[src/core/axis_pwm_pkg.sv]
`default_nettype none
package axis_pwm_pkg;
   localparam int unsigned CLK_HZ          = 40000000;
   localparam int unsigned MS_PER_S        = 1000;
   localparam int unsigned TICK_CYCLES     = CLK_HZ / MS_PER_S;
   localparam int unsigned TICK_W          = 16;
   localparam logic [15:0] PERIOD_MS_MIN   = 16'h0001;
   localparam logic [15:0] PERIOD_MS_MAX   = 16'h4e20;
   localparam logic [15:0] DUTY_PCT_MIN    = 16'h0001;
   localparam logic [15:0] DUTY_PCT_MAX    = 16'h0064;
   localparam logic        AXIS_X          = 1'b0;
   localparam logic        AXIS_Y          = 1'b1;
   localparam int unsigned STATUS_OP_X_BIT = 6720;
   localparam int unsigned STATUS_OP_Y_BIT = 6880;
   localparam int unsigned STATUS_CS_X_BIT = 6733;
   localparam int unsigned STATUS_CS_Y_BIT = 6893;

   typedef enum logic [1:0] {ST_IDLE, ST_RUN, ST_WAIT_DROP} pwm_state_t;
endpackage
`default_nettype wire

[src/core/ms_tick_if.sv]
`timescale 1ns/1ps
`default_nettype none
interface ms_tick_if;
   logic run;
   logic tick;
   modport source (input run, output tick);
   modport sink   (output run, input tick);
endinterface
`default_nettype wire

[src/core/ms_tick_gen.sv]
`timescale 1ns/1ps
`default_nettype none
module ms_tick_gen
   import axis_pwm_pkg::*;
(
   input  wire logic      ref_clk,
   input  wire logic      resetn,
   ms_tick_if.source      tb
);
   logic [TICK_W-1:0] count;
   wire               wrap = (count == TICK_W'(TICK_CYCLES - 1));

   // The divider restarts with each run so the first millisecond is full length.
   always_ff @(posedge ref_clk or negedge resetn) begin
      if (!resetn) begin
         count   <= '0;
         tb.tick <= 1'b0;
      end else begin
         tb.tick <= tb.run && wrap;
         if (!tb.run || wrap) begin
            count <= '0;
         end else begin
            count <= count + 1'b1;
         end
      end
   end
endmodule
`default_nettype wire

[src/core/axis_pwm_output.sv]
`timescale 1ns/1ps
`default_nettype none
// Behaviour
// - period 1 to 20000 ms, repeated while requested
// - off duty 1 to 100 percent
// - output on selected axis X or Y
// - pulse only while request stays asserted
// - stop and emergency stop ignored while running
// - current address frozen, pulses not counted
// - set operating and constant-speed status bits
// - refuse start if axis busy or errored
// - other positioning commands ignored while running
// - travel limits not checked while running
// - period latched at start, later changes ignored
module axis_pwm_output
   import axis_pwm_pkg::*;
(
   input  wire logic        ref_clk,
   input  wire logic        resetn,
   input  wire logic        pwm_request_contact,
   input  wire logic        axis_select,
   input  wire logic [15:0] period_ms_operand,
   input  wire logic [15:0] duty_pct_operand,
   input  wire logic        axis_x_busy,
   input  wire logic        axis_y_busy,
   input  wire logic        axis_x_error,
   input  wire logic        axis_y_error,
   input  wire logic        decel_stop_command,
   input  wire logic        emergency_stop_command,
   input  wire logic        other_command,
   input  wire logic        upper_limit,
   input  wire logic        lower_limit,
   output logic             pwm_out_x,
   output logic             pwm_out_y,
   output logic             operating_x,
   output logic             operating_y,
   output logic             const_speed_x,
   output logic             const_speed_y,
   output logic             start_refused,
   output logic             operand_error,
   output logic             pass_stop,
   output logic             pass_command,
   output logic             limit_check_enable,
   output logic             address_count_enable
);
   pwm_state_t  state;
   pwm_state_t  next_state;
   logic        axis;
   logic [15:0] period_ms;
   logic [15:0] off_ms;
   logic [15:0] ms_count;
   logic        wave;
   ms_tick_if   tb ();

   function automatic logic [15:0] off_time(input logic [15:0] per, input logic [15:0] duty);
      logic [31:0] prod;
      prod     = 32'(per) * 32'(duty);
      off_time = 16'(prod / 32'd100);
   endfunction

   // Both operands share one inclusive range test so their limits cannot drift apart.
   function automatic logic in_range(input logic [15:0] value, input logic [15:0] lo, input logic [15:0] hi);
      in_range = (value >= lo) && (value <= hi);
   endfunction

   wire x_fault      = axis_x_busy | axis_x_error;
   wire y_fault      = axis_y_busy | axis_y_error;
   wire sel_busy     = (axis_select == AXIS_Y) ? y_fault : x_fault;
   wire period_ok    = in_range(period_ms_operand, PERIOD_MS_MIN, PERIOD_MS_MAX);
   wire duty_ok      = in_range(duty_pct_operand, DUTY_PCT_MIN, DUTY_PCT_MAX);
   wire running      = (state == ST_RUN);
   wire idle_request = (state == ST_IDLE) && pwm_request_contact;
   wire start_ok     = pwm_request_contact && !sel_busy && period_ok && duty_ok;
   wire start_run    = idle_request && start_ok;
   wire on_x         = running && (axis == AXIS_X);
   wire on_y         = running && (axis == AXIS_Y);

   // The last millisecond tick of a period closes it; the off phase then starts again.
   wire period_end   = tb.tick && (ms_count == period_ms - 16'h0001);
   wire off_done     = (ms_count >= off_ms);
   wire cut_edge     = period_end && (off_ms != 16'h0000);
   wire next_wave    = running && off_done && !cut_edge;

   assign tb.run = running;

   ms_tick_gen u_tick (
      .ref_clk (ref_clk),
      .resetn  (resetn),
      .tb      (tb)
   );

   // A refused request waits for the contact to drop, so a busy axis that frees up
   // mid-request does not start output unexpectedly.
   always_comb begin
      next_state = state;
      case (state)
         ST_IDLE: begin
            if (pwm_request_contact) begin
               next_state = start_ok ? ST_RUN : ST_WAIT_DROP;
            end
         end
         ST_RUN: begin
            if (!pwm_request_contact) begin
               next_state = ST_IDLE;
            end
         end
         ST_WAIT_DROP: begin
            if (!pwm_request_contact) begin
               next_state = ST_IDLE;
            end
         end
         default: next_state = ST_IDLE;
      endcase
   end

   always_ff @(posedge ref_clk or negedge resetn) begin
      if (!resetn) begin
         state <= ST_IDLE;
      end else begin
         state <= next_state;
      end
   end

   always_ff @(posedge ref_clk or negedge resetn) begin
      if (!resetn) begin
         axis <= AXIS_X;
      end else if (start_run) begin
         axis <= axis_select;
      end
   end

   // Operand changes while running are ignored because the period is only sampled here.
   always_ff @(posedge ref_clk or negedge resetn) begin
      if (!resetn) begin
         period_ms <= PERIOD_MS_MIN;
      end else if (start_run) begin
         period_ms <= period_ms_operand;
      end
   end

   // Off time is whole milliseconds, truncated; a short period with a small duty has no off phase.
   always_ff @(posedge ref_clk or negedge resetn) begin
      if (!resetn) begin
         off_ms <= '0;
      end else if (start_run) begin
         off_ms <= off_time(period_ms_operand, duty_pct_operand);
      end
   end

   always_ff @(posedge ref_clk or negedge resetn) begin
      if (!resetn) begin
         ms_count <= '0;
      end else if (!running || period_end) begin
         ms_count <= '0;
      end else if (tb.tick) begin
         ms_count <= ms_count + 16'h0001;
      end
   end

   // Output is off for the first off_ms milliseconds of each period, on after.
   always_ff @(posedge ref_clk or negedge resetn) begin
      if (!resetn) begin
         wave <= 1'b0;
      end else begin
         wave <= next_wave;
      end
   end

   // Refusal flags keep the outcome of the last request taken in idle, until the next one.
   always_ff @(posedge ref_clk or negedge resetn) begin
      if (!resetn) begin
         start_refused <= 1'b0;
      end else if (idle_request) begin
         start_refused <= sel_busy;
      end
   end

   always_ff @(posedge ref_clk or negedge resetn) begin
      if (!resetn) begin
         operand_error <= 1'b0;
      end else if (idle_request) begin
         operand_error <= !(period_ok && duty_ok);
      end
   end

   assign pwm_out_x     = wave && on_x;
   assign pwm_out_y     = wave && on_y;
   assign operating_x   = on_x;
   assign operating_y   = on_y;
   assign const_speed_x = operating_x;
   assign const_speed_y = operating_y;

   // The positioning core sees these gates; stop inputs are simply masked while running.
   assign pass_stop            = !running && (decel_stop_command | emergency_stop_command);
   assign pass_command         = !running && other_command;
   assign limit_check_enable   = !running && (upper_limit | lower_limit | 1'b1);
   assign address_count_enable = !running;
endmodule
`default_nettype wire

[config.mk]
export PLATFORM = sky130hd
export DESIGN_NAME = axis_pwm_output
export DESIGN_NICKNAME = d
export VERILOG_FILES = /design/src/core/axis_pwm_pkg.sv /design/src/core/ms_tick_if.sv /design/src/core/ms_tick_gen.sv /design/src/core/axis_pwm_output.sv
export SDC_FILE = /design/constraint.sdc
export NUM_CORES = 1
export LEC_CHECK = 0
export BUFFER_PORTS_ARGS = -buffer_cell sky130_fd_sc_hd__buf_4
export CAP_MARGIN = 15
export CELL_PAD_IN_SITES_DETAIL_PLACEMENT = 1
export CELL_PAD_IN_SITES_GLOBAL_PLACEMENT = 1
export CORE_ASPECT_RATIO = 0.5
export CORE_MARGIN = 1.5
export CORE_UTILIZATION = 44
export CTS_BUF_LIST = sky130_fd_sc_hd__clkbuf_16
export DETAILED_ROUTE_END_ITERATION = 6
export PLACE_DENSITY = 0.77
export SYNTH_ARGS = -nofsm -noshare
export SYNTH_HDL_FRONTEND = slang
export SYNTH_HIERARCHICAL = 1
export SYNTH_SLANG_ARGS = --single-unit
export TNS_END_PERCENT = 1
[constraint.sdc]
create_clock -name ref_clk -period 9.6 [get_ports ref_clk]
set_clock_uncertainty 0.2 [all_clocks]
set_input_delay 0.96 -clock ref_clk [delete_from_list [all_inputs] [get_ports ref_clk]]
set_output_delay 0.96 -clock ref_clk [all_outputs]
set_load 0.02 [all_outputs]
==> results of run 1 <==
-- per-layer routing --
metal  GRT usage (%)  GRT overflow
met5            50.9             0
met4            78.2            34
met3            71.2             1
met2            92.0            26
met1            79.5             4
-- per-stage QoR --
step | instance area, sq um | instances | hold WS, ps | TNS [ps]
after detailed placement | 25400 | 3567 | 286 | -132080
after global placement | 25400 | 3567 | 273 | -115300
after floorplan | 20400 | 2430 | 250 | -99870
after CTS | 26900 | 3625 | 297 | -108050
-- cell families after synthesis --
logic type / after synthesis
XOR/XNOR: 127
adder cells (fa/ha/maj): 334
flip-flops: 71
AO/OA/AOI/OAI: 614
buffers and inverters: 373
AND/OR/NAND/NOR: 863
multiplexers: 48
-- timing repair --
item	in CTS
setup endpoints to repair	16
endpoints found under the hold margin	0
cloned	1
buffers inserted	41
resized for setup	185
pin swaps	64
==> summary.txt, run 1 <==
Clock tree
  • Clk sinks: 71
  • CTS Buf Count: 9
  • Hold Buf Count CTS: 0
  • H-Tree Level Count: 3
  • CTS Buffer Depth: 2
  • Root buf cell: clkbuf_16

Logic synthesis
  • Warnings from Yosys: 6
  • Synth Instances: 2430
  • Synth cell types: 136
  • Mux share of post-synthesis cell area: 2.77%
  • Adder-Cell Fraction of Synth Area: 28.3%
  • Synth top area cells: fa_1, dfrtp_1, ha_1
  • Asr flop ratio synth: 100%
  • Syn avg cell area: 8.16 sq um
  • Main synth FF type: dfrtp_1
  • Yosys reg bits: 71
  • Count leader, synth: nand2_1
  • Largest family of logic cells by synthesized area: adder cells
  • Synth Area in Compound Gates: 23.6%
  • Share of the synthesized area in the top cell type: 19.6%
  • Sequential area share after synthesis: 8.97%
  • Number of synthesized flops with an enable pin: 0
  • Synthesized area: 0.0198 sq mm
  • Post-Syn Nets: 2794
  • Yosys top cell by area: fa_1
  • Post-Synth Simple-Gate Area: 22.1%
  • XOR/XNOR share of the synthesized area: 6.02%
  • Commonest cells post-synth: nand2_1, inv_1, fa_1, and2_1, nor2_1

Place
  • Dpl hpwl: 64100 um
  • Routability congestion estimate from global placement: 0.907
  • Place WS: -12780 ps
  • I/O Buffers: 54

STA
  • Worst-path end type: register data pin
  • Worst Endpoint after GRT Repair: off_ms[0]$_DFFE_PN0P_/D

Global routing
  • Antenna violations before repair: 17
  • Largest net degree at the start of global routing: 72
  • Gr usage total: 80.2%
  • GRT overflow: 65

Floorplan
  • Die H: 153 um
  • Chip width: 303 um
  • FP Rows: 54
  • Top-level I/O count: 57
  • Starting Density: 45.1%

Status
  • Stop err: [ERROR GRT-0232] Routing congestion too high. Check the congestion heatmap in the GUI.
  • Status: did not finish
  • Failing step: 5_1_grt
==> run 2, diff against run 1 <==
- CELL_PAD_IN_SITES_DETAIL_PLACEMENT: 1 -> default
- CELL_PAD_IN_SITES_GLOBAL_PLACEMENT: 1 -> default
- CORE_ASPECT_RATIO: 0.5 -> default
- CORE_UTILIZATION: 44 -> 29
- CTS_BUF_LIST: sky130_fd_sc_hd__clkbuf_16 -> default
- PLACE_DENSITY: 0.77 -> default
- PLACE_DENSITY_LB_ADDON: default -> 0.15
==> summary.txt, run 2 <==
Detailed routing
  • DRC viols: 0
  • Post-DR wirelength/cell: 17.3 um
  • Detailed-router iteration count before antenna repair: 7
  • Detail Route Antenna Nets: 0
  • Via count: 20.3k
  • Detailed Route Iter0 Violations: 1014
  • Routed WL: 68500 um
  • Via/cell ratio: 5.13

Worst setup path
  • Critical path type: input port to flop
  • Req. time, crit path: 9640 ps
  • Worst EP arrival: 20920 ps
  • Most Frequent Cell on Critical Path: buf_4
  • Reg-to-Reg End: wave
  • CP top delay family: compound AO/OA/AOI/OAI gates
  • Slowest CP cell: fa_1
  • Crit path launch type: input port
  • Cells on worst reg2reg path: 11
  • Slowest cell delay on critical path: 550 ps
  • Reg2reg start: period_ms[3]
  • Worst Setup End Kind: flop
  • WP buf/inv: 21
  • Worst reg-to-reg setup slack: 6000 ps
  • Largest fanout on the critical path: 7

Job
  • Max-cap viol count: 0

Logic synthesis
  • Mux share of post-synthesis cell area: 2.77% (unchanged)
  • Commonest cells post-synth: nand2_1, inv_1, fa_1, and2_1, nor2_1 (unchanged)
  • Warnings from Yosys: 6 (unchanged)
  • Synthesized area: 0.0198 sq mm (unchanged)
  • Yosys reg bits: 71 (unchanged)
  • Syn avg cell area: 8.16 sq um (unchanged)
  • Largest family of logic cells by synthesized area: adder cells (unchanged)
  • Yosys top cell by area: fa_1 (unchanged)
  • Main synth FF type: dfrtp_1 (unchanged)
  • Adder-Cell Fraction of Synth Area: 28.3% (unchanged)
  • Synth cell types: 136 (unchanged)
  • Share of the synthesized area in the top cell type: 19.6% (unchanged)
  • XOR/XNOR share of the synthesized area: 6.02% (unchanged)
  • Synth Area in Compound Gates: 23.6% (unchanged)
  • Number of synthesized flops with an enable pin: 0 (unchanged)
  • Count leader, synth: nand2_1 (unchanged)
  • Synth Instances: 2430 (unchanged)
  • Post-Synth Simple-Gate Area: 22.1% (unchanged)
  • Sequential area share after synthesis: 8.97% (unchanged)
  • Post-Syn Nets: 2794 (unchanged)
  • Synth top area cells: fa_1, dfrtp_1, ha_1 (unchanged)
  • Asr flop ratio synth: 100% (unchanged)

Status
  • Status: complete, but fails checks (was did not finish)
  • Failing checks: negative setup slack

Clock tree
  • CTS tree: yes
  • Skew-Pair Late Insertion Delay: 340 ps
  • CTS Buf Count: 9 (unchanged)
  • H-Tree Level Count: 3 (unchanged)
  • Clk pin slew, worst setup/hold paths: 60 ps
  • CTS Buffer Depth: 2 (unchanged)
  • Clk sinks: 71 (unchanged)
  • Root buf cell: clkbuf_16 (unchanged)

Floorplan
  • Die H: 265 um (was 153 um)
  • Core region area: 0.0674 sq mm
  • Chip width: 265 um (was 303 um)
  • Starting Density: 29.4% (was 45.1%)
  • Die Area: 0.0700 sq mm
  • Top-level I/O count: 57 (unchanged)
  • FP Rows: 95 (was 54)

STA
  • Tmin final: 20880 ps
  • Period utilization: 217%
  • Final hold vios: 0
  • Slew @ Worst Pin: 968 ps
  • Pins Over Slew Limit: 0
  • Max Clock Freq: 47.9 MHz
  • Hold_ws: 293 ps
  • Min setup slack post-route: -11280 ps
  • Setup-violating endpoint count in the final report: 16
  • Unrepaired setup endpoints after global routing: yes
  • Slew HR: 35.5%

Place
  • Area of placed instances: 0.0258 sq mm (was 0.0254 sq mm)
  • Dpl hpwl: 56800 um (was 64100 um)
  • Routability congestion estimate from global placement: 0.902 (was 0.907)
  • Cells after DPL: 3849 (was 3567)
  • I/O Buffers: 54 (unchanged)
  • Place WS: -12210 ps (was -12780 ps)

Global routing
  • Gr usage total: 19.6%
  • Antenna violations before repair: 3
  • Vias in the first global route: 20.7k
  • Largest net degree at the start of global routing: 72
  • GRT overflow: 0
  • First-pass GRT wire length: 112000 um

Final layout
  • Layout cell share with drive strength beyond 1: 36.8%
  • Final cell count without fillers: 3956
  • Area growth, synth to finish: 42.3%
  • Most frequent cells in the layout: buf_4, nand2_1, inv_1
  • Nets: 3441
  • Commonest non-fill, non-tap cell in the layout: buf_4
  • Final instance area: 0.0282 sq mm

Hold path
  • Hold Path Sink: u_tick/count[0]
  • Hold Startpoint: u_tick/count[0]
  • Worst hold-check path type: flop to flop
  • WHS Path Cells: 1
==> run 2: how the worst max path moves through the flow <==
stage / depth (start not counted) / endpoint / start
after floorplan: 83 / off_ms[0] / period_ms_operand[10]
after global placement: 84 / off_ms[0] / duty_pct_operand[12]
after detailed placement: 85 / off_ms[0] / duty_pct_operand[12]
after CTS: 92 / off_ms[0] / period_ms_operand[7]
after global routing: 94 / off_ms[0] / period_ms_operand[8]
final: 92 / off_ms[0] / period_ms_operand[7]
==> run 2: cell type report <==
class                           count  area, sq um
Inverter                          252          946
Multi-Input combinational cell   1986        18100
Clock buffer                        9          225
Fill cell                        6822        39200
Clock inverter                      6         38.8
Tap cell                          873         1090
Sequential cell                    71         1780
Timing Repair Buffer              757         6090
Antenna cell                        2         5.00
==> run 2: cells by family (layout without fill, tap and decap cells) <==
kind of cell,after synthesis,count (layout)
and+or+nand+nor,863,863
DFF,71,71
other,0,2
xor gates and xnor gates,127,127
adders and majority gates,334,334
AOI/OAI and AO/OA,614,614
buffers and inverters,373,1024
muxes,48,48
==> run 2: metal layers <==
layer / vias up / wire [um] / share of wire (%) / track usage, %
met3: 64 / 2130 / 3.1 / 1.49
met5: - / 31 / 0.045 / 0
met1: 10075 / 32000 / 47 / 27.0
met4: 4 / 1460 / 2.1 / 4.21
li1: 9804 / - / - / -
met2: 356 / 32900 / 48 / 33.4
==> run 2: per-stage QoR <==
| step | utilization (%) | TNS (ps) |
|---|---|---|
| floorplan | - | -99870 |
| CTS | 41.1 | -105190 |
| global placement | 38.3 | -122580 |
| finish | 41.9 | -109540 |
| detailed placement | 38.3 | -123810 |
| global route | 41.9 | -120870 |
==> run 2: timing repair <==
action	in CTS	in global routing
resized for setup	220	61
pin swaps	142	65
setup buffers	65	25
cloned	1	0
hold buffers	0	0
endpoints found under the setup margin	16	16
Power of run 2 is not shown: default switching activity piles up to over one toggle a cycle in this logic, so the estimate is an artifact.
